### src/logic/iaod_pkg.sv
// Constants and state type for the information-area overlay decode
package iaod_pkg;

	// ==========================================================
	// Overlay window and enable
	localparam logic [2:0] IAOD_ENABLE_BIT = 3'h7;
	localparam logic [15:0] IAOD_OVL_LO = 16'hFE00;
	localparam logic [15:0] IAOD_OVL_HI = 16'hFF7F;
	localparam int IAOD_INFO_SIZE = 128;

	// ==========================================================
	// Information-area layout, as byte offsets from the window base, plus the absolute reserved addresses and fill bytes
	localparam int IAOD_OPT_LO = 'h00;
	localparam int IAOD_OPT_LEN = 64;
	localparam int IAOD_PN_LO = 'h40;
	localparam int IAOD_PN_LEN = 20;
	localparam int IAOD_RSV_LO = 'h54;
	localparam int IAOD_CAL_LO = 'h60;
	localparam int IAOD_CAL_LEN = 32;
	localparam logic [15:0] IAOD_RSV_ADDR_LO = 16'hFE54;
	localparam logic [15:0] IAOD_RSV_ADDR_HI = 16'hFE5F;
	localparam logic [7:0] IAOD_PN_PAD = 8'hFF;
	localparam logic [7:0] IAOD_RSV_VAL = 8'hFF;

	// ==========================================================
	// Data memory space: nothing behind it
	localparam logic [7:0] IAOD_DM_FILL = 8'h00;

	// ==========================================================
	// Reset values and registered state
	localparam logic [7:0] IAOD_DATA_RST = 8'h00;
	localparam logic [15:0] IAOD_ADDR_RST = 16'h0000;

	typedef struct packed {
		logic rd_valid;
		logic [7:0] rd_data;
		logic rd_info;
		logic pm_wr_req;
		logic [15:0] pm_wr_addr;
		logic [7:0] pm_wr_data;
		logic wr_refused;
		logic dm_ack;
	} iaod_state_t;

endpackage : iaod_pkg

### src/logic/iaod_rom_if.sv
// Index and byte between the decode and the information store
`timescale 1ns/1ps
interface iaod_rom_if;
	logic [6:0] index;
	logic [7:0] data;
	modport user (output index, input data);
	modport store (input index, output data);
endinterface : iaod_rom_if

### src/logic/iaod_info_rom.sv
// Read-only information-area store, contents fixed by parameters
`timescale 1ns/1ps
module iaod_info_rom import iaod_pkg::*; #(
	// Arbitrary neutral contents, not tied to any real part
	parameter logic [8*IAOD_OPT_LEN-1:0] OPT_INIT = '1,
	parameter logic [8*IAOD_PN_LEN-1:0] PART_STR = {"IAOD0001", {12{IAOD_PN_PAD}}},
	parameter logic [8*IAOD_CAL_LEN-1:0] CAL_INIT = '0
) (
	iaod_rom_if.store rom
);
	logic [7:0] table_b [IAOD_INFO_SIZE];

	// ==========================================================
	// Byte table
	// RULE5 - layout of bytes
	for (genvar i = 0; i < IAOD_INFO_SIZE; i++) begin : g_byte
		if (i < IAOD_PN_LO) begin : g_opt
			assign table_b[i] = OPT_INIT[8*(i-IAOD_OPT_LO) +: 8];
		end else if (i < IAOD_RSV_LO) begin : g_pn
			// First character sits in the top byte, so the string is left-justified
			assign table_b[i] = PART_STR[8*(IAOD_PN_LEN-1-(i-IAOD_PN_LO)) +: 8];
		end else if (i < IAOD_CAL_LO) begin : g_rsv
			assign table_b[i] = IAOD_RSV_VAL;
		end else begin : g_cal
			assign table_b[i] = CAL_INIT[8*(i-IAOD_CAL_LO) +: 8];
		end
	end

	// RULE4 - no write path
	assign rom.data = table_b[rom.index];

endmodule : iaod_info_rom

### src/logic/iaod_top.sv
// Program-memory read decode with information-area overlay
// Summary of operation
// RULE1 - The overlay is enabled only while bit 7 of the page select value is 1.
// RULE2 - When enabled, the 128-byte information area overlays addresses FE00H to FF7FH.
// RULE3 - Overlaid reads return information-area bytes instead of program memory bytes.
// RULE4 - The information area is read-only; writes aimed at it are refused.
// RULE5 - Layout: options FE00-FE3F, part string FE40-FE53, reserved FE54-FE5F, cal FE60-FE7F.
// RULE6 - The data memory space is not decoded and reaches no storage.
// RULE7 - With the enable bit at 0, overlaid addresses read ordinary program memory.
`timescale 1ns/1ps
module iaod_top import iaod_pkg::*; #(
	parameter int ADDR_W = 16
) (
	input wire logic ref_clk,
	input wire logic rst,
	input wire logic [7:0] page_sel,
	input wire logic rd_req,
	input wire logic [ADDR_W-1:0] rd_addr,
	output logic rd_valid,
	output logic [7:0] rd_data,
	output logic rd_info,
	output logic pm_rd_req,
	output logic [ADDR_W-1:0] pm_rd_addr,
	input wire logic [7:0] pm_rd_data,
	input wire logic wr_req,
	input wire logic [ADDR_W-1:0] wr_addr,
	input wire logic [7:0] wr_data,
	output logic pm_wr_req,
	output logic [ADDR_W-1:0] pm_wr_addr,
	output logic [7:0] pm_wr_data,
	output logic wr_refused,
	input wire logic dm_req,
	input wire logic [ADDR_W-1:0] dm_addr,
	output logic [7:0] dm_rd_data,
	output logic dm_ack
);
	iaod_state_t q;
	iaod_state_t d;
	iaod_rom_if rom ();
	logic ovl_en;
	logic rd_hit;
	logic wr_hit;
	logic in_info;
	logic [ADDR_W-1:0] rd_off;

	iaod_info_rom u_rom (
		.rom (rom)
	);

	// ==========================================================
	// Decode
	// RULE1 - enable from bit
	assign ovl_en = page_sel[IAOD_ENABLE_BIT];
	// RULE2 - window hit test
	assign rd_hit = ovl_en && (rd_addr >= IAOD_OVL_LO) && (rd_addr <= IAOD_OVL_HI);
	assign wr_hit = ovl_en && (wr_addr >= IAOD_OVL_LO) && (wr_addr <= IAOD_OVL_HI);
	assign rd_off = rd_addr - IAOD_OVL_LO;
	// Window is wider than the area; the tail reads as reserved
	assign in_info = rd_off < ADDR_W'(IAOD_INFO_SIZE);
	assign rom.index = rd_off[6:0];

	// RULE7 - miss goes to memory
	assign pm_rd_req = rd_req && !rd_hit;
	assign pm_rd_addr = rd_addr;

	// ==========================================================
	// Next state
	always_comb begin
		d = q;
		d.rd_valid = rd_req;
		d.rd_info = 1'b0;
		if (rd_req) begin
			// RULE3 - overlay data select
			if (rd_hit) begin
				d.rd_data = in_info ? rom.data : IAOD_RSV_VAL;
				d.rd_info = 1'b1;
			end else begin
				d.rd_data = pm_rd_data;
			end
		end
		// RULE4 - refuse overlay writes
		d.pm_wr_req = wr_req && !wr_hit;
		d.wr_refused = wr_req && wr_hit;
		if (wr_req && !wr_hit) begin
			d.pm_wr_addr = wr_addr;
			d.pm_wr_data = wr_data;
		end
		// RULE6 - data space answered empty
		d.dm_ack = dm_req;
	end

	always_ff @(posedge ref_clk or posedge rst) begin
		if (rst) begin
			q <= '{rd_valid: 1'b0, rd_data: IAOD_DATA_RST, rd_info: 1'b0, pm_wr_req: 1'b0,
				pm_wr_addr: IAOD_ADDR_RST, pm_wr_data: IAOD_DATA_RST, wr_refused: 1'b0,
				dm_ack: 1'b0};
		end else begin
			q <= d;
		end
	end

	assign rd_valid = q.rd_valid;
	assign rd_data = q.rd_data;
	assign rd_info = q.rd_info;
	assign pm_wr_req = q.pm_wr_req;
	assign pm_wr_addr = q.pm_wr_addr;
	assign pm_wr_data = q.pm_wr_data;
	assign wr_refused = q.wr_refused;
	assign dm_ack = q.dm_ack;
	// Address is ignored on purpose: no storage behind it
	assign dm_rd_data = IAOD_DM_FILL;
endmodule : iaod_top

### config.mk
export PLATFORM = sky130hd
export DESIGN_NAME = iaod_top
export DESIGN_NICKNAME = d
export VERILOG_FILES = /design/src/logic/iaod_pkg.sv /design/src/logic/iaod_rom_if.sv /design/src/logic/iaod_info_rom.sv /design/src/logic/iaod_top.sv
export SDC_FILE = /design/constraint.sdc
export NUM_CORES = 1
export LEC_CHECK = 0
export BUFFER_PORTS_ARGS = -buffer_cell sky130_fd_sc_hd__buf_2
export CORE_UTILIZATION = 41
export DETAILED_ROUTE_END_ITERATION = 6
export PLACE_DENSITY = 0.91
export SYNTH_ARGS = -nofsm -noshare
export SYNTH_HDL_FRONTEND = slang
export SYNTH_SLANG_ARGS = --single-unit
### constraint.sdc
create_clock -name ref_clk -period 1.6 [get_ports ref_clk]
set_input_delay 0.32 -clock ref_clk [delete_from_list [all_inputs] [get_ports ref_clk]]
set_output_delay 0.32 -clock ref_clk [all_outputs]
set_load 0.1 [all_outputs]
==> impl_metrics.yaml, run 1 <==
yosys:
  synth_edf_count: 0
  netlist_area_sq_um: 1940
  netlist_top_cells_area: "dfrtp_1 48%, mux2_1 13%, buf_4 9.3%"
  synth_most_common_cell: "dfrtp_1"
  yosys_register_bits: 37
  async_flop_share: 1.00
  synth.distinct_cells: 35
  synthFlopType: "dfrtp_1"
  synthCells: 173
  ys_top_cells_by_count: "37 x dfrtp_1, 24 x buf_4, 23 x mux2_1"
  synth_top_area_share: 0.478
  yosys.area.top_type: "dfrtp_1"
  ys_warn_count: 0
  avgSynthCellArea_sq_um: 11.2
  ys_seq_area_frac: 0.478
timing:
  maxSlewViolCount: 0
  rsz0062_at_grt: "true"
  worst_slew_pin_slew_ns: 0.722
  period_needed_ns: 1.64
  hold_viol_final: 0
  fin_crit_sh: 1.03
  max_clock_freq_mhz: 609
  skew_ns: 0
  setup_slack_ns: -0.0427
  setup_violations: 1
  whs_ns: 0.130
  slew_headroom: 0.517
clock_tree:
  cts_buffers: 5
  cts-root-buf: "clkbuf_8"
  cts_buffer_depth: 2
  htree_levels: 2
  hold_buffers: 0
  path_clk_slew_ns: 0.07
  clock_sinks: 37
  cts_tree: "done"
  insertion_delay_ns: 0.28
placement:
  dp.cells: 334
  dp_hpwl_um: 4070
  gp_congestion: 0.776
  dp_slack_ns: -0.370
  io_buffers: 107
power_and_ir_drop:
  powerDensity_nw_per_um2: 1100
  p_switching_w: 0.00151
  sw_frac_of_total: 0.452
  intPower_w: 0.00183
  seqPwrFrac: 0.319
  ir_drop_mv: 0.613
  leakagePower_nw: 1.42
  p_clk_frac: 0.250
  combPwrFrac: 0.432
global_route:
  gr-usage-all-layers: 0.207
  grt_pass1_wl_um: 8080
  grt_pass1_vias: 1749
  overflow: 0
  grt_max_degree: 38
  antenna_found_initial: 0
run_status:
  status: "finished with violations"
  violations: "DRC, setup timing"
drt:
  viasPerCell: 5.16
  dr.first_iter.drc_count: 104
  ant_nets: 0
  routedWlPerCell_um: 14.7
  num_vias: 1792
  firstDrtPassIters: 7
  drc: 28
  wl_um: 5090
die:
  dieArea_sq_um: 5010
  start_util: 0.436
  rows: 24
  die_w_um: 70.8
  core-area_sq_um: 4440
  io_pins: 139
  die_h_um: 70.8
worst_setup_path:
  crit_arrival_ns: 1.32
  critPathMaxFanout: 2
  startpoint_type: "primary input"
  end_kind: "output pin"
  regToRegStartpoint: "rd_data[2]"
  cp-startpoint: "rd_addr[9]"
  worst_ep_required_time_ns: 1.28
  crit_type: "primary input to output pin"
final_layout:
  layout-drive-gt1-share: 0.553
  num-nets-final: 372
  final_util: 0.686
  antenna_cells: 0
  synthToLayoutAreaGrowth_pct: 57.3
  fin_cells: 347
run:
  cap_viol_max_count: 0
hold_path:
  hp-class: "primary input to asynchronous set/reset pin"
## critical path, stage by stage
cell	delay, ns
buf_8	0.10
ha_4	0.15
nor4b_4	0.13
a32oi_4	0.25
nor2_4	0.06
nor2b_4	0.13
buf_12	0.18
## path summary, 6_finish.rpt
kind,endpoint,slack [ns],cells after the start
setup / recovery,pm_rd_req,-0.04,7
hold / removal,dm_ack,0.13,3
min in group ref_clk,dm_ack,0.15,1
max in group asynchronous,pm_wr_data[6],1.16,3
hold reg to reg,pm_wr_addr[11],0.49,1
setup reg to reg,rd_data[2],0.69,3
## power groups by stage
stage	Combinational, W	Sequential (W)	Clock, W
final	0.00144	0.00107	0.000835
after global routing	0.00149	0.00107	0.000886
after CTS	0.00143	0.00106	0.000846
after detailed placement	0.00142	0.00108	0
after global placement	0.00140	0.00107	0
after floorplan	0.000469	0.00173	0
## placed cells by master, fill, tap and decap left out, drive strengths merged
| cell | instances |
|---|---|
| bufinv | 1 |
| o211ai | 8 |
| mux2 | 23 |
| nand3 | 7 |
| or3b | 1 |
| a211oi | 1 |
| o31ai | 1 |
| nor3 | 2 |
| and4 | 1 |
| dfrtp | 37 |
| and2 | 3 |
| ha | 1 |
| a21oi | 4 |
| a21boi | 1 |
| nand2b | 2 |
| conb | 8 |
| clkbuf | 6 |
| inv | 5 |
| a31oi | 8 |
| nor4b | 1 |
| nor2 | 4 |
| a32oi | 1 |
| a2111oi | 4 |
| nand2 | 3 |
| clkinvlp | 1 |
| nand4 | 3 |
| o21ai | 3 |
| and3b | 1 |
| nor2b | 10 |
| or4 | 1 |
| buf | 138 |
| nor4 | 5 |
## routing by layer
| metal | vias to the layer above | global-route usage | share of wire |
|---|---|---|---|
| met5 | - | 0 | 0 |
| met4 | 0 | 0.0822 | 0.017 |
| met3 | 8 | 0.0527 | 0.093 |
| met2 | 91 | 0.393 | 0.53 |
| met1 | 855 | 0.218 | 0.36 |
| li1 | 838 | - | - |
## cell families (layout without fill, tap and decap cells)
| kind of cell | Yosys count | count (layout) | share of synthesized area |
|---|---|---|---|
| AND/OR/NAND/NOR | 44 | 44 | 0.145 |
| flip-flops | 37 | 37 | 0.478 |
| buffers and inverters | 36 | 151 | 0.122 |
| AO/OA/AOI/OAI | 31 | 31 | 0.113 |
| multiplexers | 23 | 23 | 0.134 |
| adder cells (fa/ha/maj) | 1 | 1 | 0.00645 |
| other | 1 | 8 | 0.00193 |
## what timing repair did
| item | 4_1_cts | 5_1_grt |
|---|---|---|
| buffers inserted | 1 | 4 |
| gates resized for setup | 6 | 10 |
| endpoints found under the setup margin | 5 | 9 |
| pin swaps | 3 | 7 |
## metrics by stage
stage / instance area (sq um) / total power, W / TNS [ns]
after floorplan: 2090 / 0.00220 / -0.484
after global placement: 2820 / 0.00248 / -2.27
after detailed placement: 2820 / 0.00251 / -3.38
after CTS: 2970 / 0.00334 / -0.413
after global routing: 3050 / 0.00345 / -0.0782
final: 3050 / 0.00334 / -0.0427
## final cells by class
cell class / count / area (sq um)
Multi-Input combinational cell: 107 / 956
Timing Repair Buffer: 138 / 962
Inverter: 5 / 18.8
Clock buffer: 6 / 82.6
Clock inverter: 2 / 37.5
Sequential cell: 37 / 926
Tap cell: 52 / 65.1
Fill cell: 333 / 1400
## state kept, by name, indices dropped and copies added (netlist names)
signal	flops
pm_wr_req	1
wr_refused	1
rd_valid	1
rd_data	8
rd_info	1
pm_wr_data	8
pm_wr_addr	16
dm_ack	1
Note: power is estimated with default switching activity, not from simulation.
==> run 2: changes to the inputs <==
--- a/config.mk
+++ b/config.mk
@@ -6,9 +6,9 @@
 export NUM_CORES = 1
 export LEC_CHECK = 0
 export BUFFER_PORTS_ARGS = -buffer_cell sky130_fd_sc_hd__buf_2
-export CORE_UTILIZATION = 41
+export CORE_UTILIZATION = 44
 export DETAILED_ROUTE_END_ITERATION = 6
-export PLACE_DENSITY = 0.91
+export PLACE_DENSITY = 0.95
 export SYNTH_ARGS = -nofsm -noshare
 export SYNTH_HDL_FRONTEND = slang
 export SYNTH_SLANG_ARGS = --single-unit
==> constraint.sdc (replaced) <==
create_clock -name ref_clk -period 1.9 [get_ports ref_clk]
set_input_delay 0.38 -clock ref_clk [delete_from_list [all_inputs] [get_ports ref_clk]]
set_output_delay 0.38 -clock ref_clk [all_outputs]
set_load 0.1 [all_outputs]
==> run 2 against run 1 <==
Total power shrank 15%. Largest cell class is now flip-flops and latches. Die area fell by 6.6%. Utilization is 3.5 points lower. Critical endpoint unchanged. First-iteration DRC count up 5.8%. Critical path type unchanged. Register-to-register slack better by 0.29 ns. The run now ends clean. Sequential share of layout area is 4.2 points higher.
==> impl_metrics.yaml, run 2 (same netlist as run 1, synthesis figures left out) <==
global_route:
  grt.met3_usage: 0.0333
  grtUsageMet1: 0.222
  gr-usage-all-layers: 0.206
  overflow: 0
  antenna_found_initial: 0
  grt_pass1_wl_um: 6910
  grt_pass1_vias: 1539
  grt.busiest_layer: "met2"
  grt_use_met2: 0.379
  grt_max_degree: 38
timing:
  max_clock_freq_mhz: 555
  hold_viol_final: 0
  fin_setup_tns_ns: 0
  worst_slew_pin_slew_ns: 0.552
  skew_ns: 0
  period_needed_ns: 1.80
  slew_headroom: 0.631
  rsz0062_at_grt: "false"
  fin_crit_sh: 0.949
  maxSlewViolCount: 0
  setup_violations: 0
worst_setup_path:
  crit_buf_inv: 2
  worst_path_dominant_cell_family: "simple AND/OR/NAND/NOR gates"
  startpoint_type: "primary input"
  worstPathCellList: "buf_2 -> ha_4 -> nor4b_4 -> a32oi_4 -> nor2_2 -> nor2b_4 -> buf_12"
  critical_path.max_stage_delay_ns: 0.22
  slowest_stage: "nor4b_4"
  crit_type: "primary input to output pin"
  critPathMaxFanout: 3
  end_kind: "output pin"
  worst_ep_required_time_ns: 1.52
  crit_arrival_ns: 1.42
drt:
  wl_um: 4700
  num_vias: 1673
  routedWlPerCell_um: 14.2
  drc: 0
  ant_nets: 0
  firstDrtPassIters: 4
  dr.first_iter.drc_count: 110
  viasPerCell: 5.07
run_status:
  status: "completed"
placement:
  gp_congestion: 0.848
  place_area_sq_um: 2530
  io_buffers: 107
  dp_hpwl_um: 3750
run:
  cap_viol_max_count: 0
die:
  rows: 23
  io_pins: 139
  dieArea_sq_um: 4670
  die_h_um: 68.4
  core-area_sq_um: 4120
  die_w_um: 68.4
  start_util: 0.471
power_and_ir_drop:
  ir_drop_mv: 0.443
  power.total_w: 0.00285
  powerDensity_nw_per_um2: 1060
  leakagePower_nw: 1.29
final_layout:
  layout-drive-gt1-share: 0.500
  final_common_cell: "buf_2"
  num-nets-final: 357
  design_area_sq_um: 2680
  antenna_cells: 0
  final_cell_mix: "106 x buf_2, 37 x dfrtp_1, 23 x mux2_1"
  synthToLayoutAreaGrowth_pct: 38.2
  final_util: 0.651
  largest_reg_flops: 16
clock_tree:
  insertion_delay_ns: 0.29
  htree_levels: 2
  clock_sinks: 37
  path_clk_slew_ns: 0.08
  cts_buffer_depth: 2
  cts-root-buf: "clkbuf_8"
  cts_buffers: 5
  cts_tree: "done"
hold_path:
  hp-class: "primary input to register"
-- run 2: area by class of cell --
| class | instances | area [sq um] |
|---|---|---|
| Fill cell | 315 | 1440 |
| Sequential cell | 37 | 926 |
| Multi-Input combinational cell | 107 | 851 |
| Timing Repair Buffer | 123 | 683 |
| Clock buffer | 5 | 68.8 |
| Clock inverter | 3 | 68.8 |
| Tap cell | 50 | 62.6 |
| Inverter | 5 | 18.8 |
-- run 2: path summary, 6_finish.rpt --
kind                               start        endpoint  slack [ns]  cells after the start
max                           rd_addr[9]       pm_rd_req         0.1                      7
min                               dm_req          dm_ack        0.18                      1
max reg2reg                   rd_data[5]      rd_data[5]        0.98                      3
min reg2reg                pm_wr_data[4]   pm_wr_data[4]        0.49                      1
max in group asynchronous            rst  pm_wr_addr[11]        1.38                      3
min in group asynchronous            rst  pm_wr_addr[14]        0.20                      3
-- run 2: routing by layer --
metal  share of wire  wire [um]
met1            0.40       1860
met2            0.51       2410
met3           0.073        341
met4           0.019         87
met5               0          0
-- run 2: repair_timing --
action,4_1_cts,5_1_grt
hold buffers,0,0
gates resized for setup,0,4
endpoints found under the setup margin,0,5
buffers inserted,0,0
-- run 2: metrics by stage --
stage / setup slack, ns / hold WS, ns / instances
after floorplan: 0.0126 / 0.411 / 180
after global placement: -0.182 / 0.468 / 322
after detailed placement: -0.250 / 0.477 / 322
after CTS: 0.0361 / 0.180 / 330
after global routing: 0.000704 / 0.180 / 330
final: 0.0966 / 0.183 / 330
-- run 2: power breakdown --
| group | total, W | internal (W) | switching (W) |
|---|---|---|---|
| Sequential | 0.000895 | 0.000860 | 0.0000344 |
| Combinational | 0.00113 | 0.000196 | 0.000932 |
| Clock | 0.000825 | 0.000528 | 0.000296 |
| Total | 0.00285 | 0.00158 | 0.00126 |
-- run 2: worst reg2reg max path, stage by stage (launching register included) --
cell	delay, ns
dfrtp_1	0.37
nor2b_1	0.13
a31oi_1	0.17
o211ai_1	0.12
==> run 3: changes to the inputs <==
--- a/config.mk
+++ b/config.mk
@@ -9,6 +9,7 @@
 export CORE_UTILIZATION = 44
 export DETAILED_ROUTE_END_ITERATION = 6
 export PLACE_DENSITY = 0.95
+export REMOVE_ABC_BUFFERS = 1
 export SYNTH_ARGS = -nofsm -noshare
 export SYNTH_HDL_FRONTEND = slang
 export SYNTH_SLANG_ARGS = --single-unit
==> run 3 against run 2 <==
Register-to-register slack better by 0.03 ns. Critical path depth stayed put. Non-clock buffer count is 4 higher. Clock skew stayed put. Largest power group unchanged. Cell area is 1.7% lower. Highest routed layer unchanged. Sequential cell count stayed put. Sequential share of layout area is 0.61 points higher.
==> impl_metrics.yaml, run 3 (same netlist as run 1, synthesis figures left out) <==
power_and_ir_drop:
  powerDensity_nw_per_um2: 962
  seqPwrFrac: 0.353
  p_clk_frac: 0.203
  p_switching_w: 0.00122
  ir_drop_mv: 0.427
  combPwrFrac: 0.443
  intPower_w: 0.00131
  sw_frac_of_total: 0.483
  power.total_w: 0.00253
  leakagePower_nw: 1.28
final_layout:
  antenna_cells: 0
  num-nets-final: 361
  synthToLayoutAreaGrowth_pct: 35.8
  layout-drive-gt1-share: 0.514
  final_util: 0.640
  final_common_cell: "buf_2"
  final_cell_mix: "106 x buf_2, 37 x dfrtp_1, 23 x mux2_1"
  largest_reg_flops: 16
timing:
  setup_violations: 0
  period_needed_ns: 1.85
  fin_setup_tns_ns: 0
  skew_ns: 0
  max_clock_freq_mhz: 540
  whs_ns: 0.194
  slew_headroom: 0.554
  setup_slack_ns: 0.0495
  fin_crit_sh: 0.974
  hold_viol_final: 0
  maxSlewViolCount: 0
  worst_slew_pin_slew_ns: 0.665
  rsz0062_at_grt: "false"
run:
  cap_viol_max_count: 0
placement:
  dp_hpwl_um: 3600
  dp_slack_ns: -0.419
  io_buffers: 107
  gp_congestion: 0.748
clock_tree:
  path_clk_slew_ns: 0.07
  cts_buffer_depth: 2
  cts_buffers: 5
  insertion_delay_ns: 0.27
  cts-root-buf: "clkbuf_8"
  cts_tree: "done"
  htree_levels: 2
  clock_sinks: 37
drt:
  dr.first_iter.drc_count: 77
  routedWlPerCell_um: 13.3
  ant_nets: 0
  viasPerCell: 5.08
  num_vias: 1697
  firstDrtPassIters: 4
  wl_um: 4440
  drc: 0
global_route:
  overflow: 0
  gr-usage-all-layers: 0.191
  grt_pass1_vias: 1469
  grt_max_degree: 38
  grt_pass1_wl_um: 6570
  antenna_found_initial: 0
worst_setup_path:
  critPathMaxFanout: 2
  startpoint_type: "primary input"
  crit_arrival_ns: 1.47
  crit_type: "primary input to output pin"
  end_kind: "output pin"
  worst_ep_required_time_ns: 1.52
die:
  die_w_um: 68.4
  io_pins: 139
  dieArea_sq_um: 4670
  die_h_um: 68.4
  core-area_sq_um: 4120
  start_util: 0.471
  rows: 23
hold_path:
  hp-class: "primary input to asynchronous set/reset pin"
run_status:
  status: "completed"
[run 3: cell count changes in the layout (fill, tap and decap cells not counted), moves of 2 or more]
| cell | change |
|---|---|
| a2111oi_2 | +2 |
| clkinv_2 | +2 |
| bufinv_16 | -2 |
| buf_4 | +4 |
| a2111oi_1 | -2 |
[run 3: timing repair]
action | in CTS | in global routing
hold buffers | 0 | 0
gates resized for setup | 5 | 3
setup buffers | 0 | 0
pin swaps | 1 | 2
endpoints found under the setup margin | 3 | 6
[run 3: path summary, 6_finish.rpt]
path                                from       endpoint  slack [ns]  depth (start not counted)
max in group asynchronous            rst  pm_wr_data[5]        1.38                          3
setup / recovery              rd_addr[9]      pm_rd_req        0.05                          7
hold reg to reg            pm_wr_addr[6]  pm_wr_addr[6]        0.49                          1
setup reg to reg              rd_data[1]     rd_data[1]        1.01                          3
hold / removal                       rst         dm_ack        0.19                          3
min in group ref_clk              dm_req         dm_ack        0.21                          1
[run 3: final cells by class]
cell class	instances	area, sq um
clock buffers	5	68.8
clock inverters	3	17.5
fillers	325	1480
inverters	5	18.8
multi-input cells	107	826
flip-flops and latches	37	926
well taps	50	62.6
repair buffers	127	713
[run 3: routing by layer]
layer,share of wire,up-vias,global-route usage,wire [um]
li1,-,820,-,-
met1,0.38,777,0.201,1670
met2,0.51,96,0.360,2280
met3,0.11,4,0.0633,467
met4,0.0065,0,0.0469,29
met5,0,-,0,0
[run 3: metrics by stage]
step,std cells,cell area (sq um)
5_1_grt,334,2630
6_report,334,2630
3_3_place_gp,326,2520
4_1_cts,334,2620
3_5_place_dp,326,2520
2_1_floorplan,149,1750
[run 3: power by group through the flow]
stage / clock [W] / combinational, W / sequential, W
after global placement: 0 / 0.00111 / 0.000902
after detailed placement: 0 / 0.00112 / 0.000910
after CTS: 0.000535 / 0.00113 / 0.000895
after global routing: 0.000580 / 0.00117 / 0.000904
final: 0.000515 / 0.00112 / 0.000894
after floorplan: 0 / 0.000199 / 0.00145
[run 3: critical path, cell delays in order]
cell	delay, ns
buf_2	0.11
ha_2	0.18
nor4b_4	0.13
a32oi_2	0.25
nor2_2	0.07
nor2b_2	0.16
buf_12	0.19
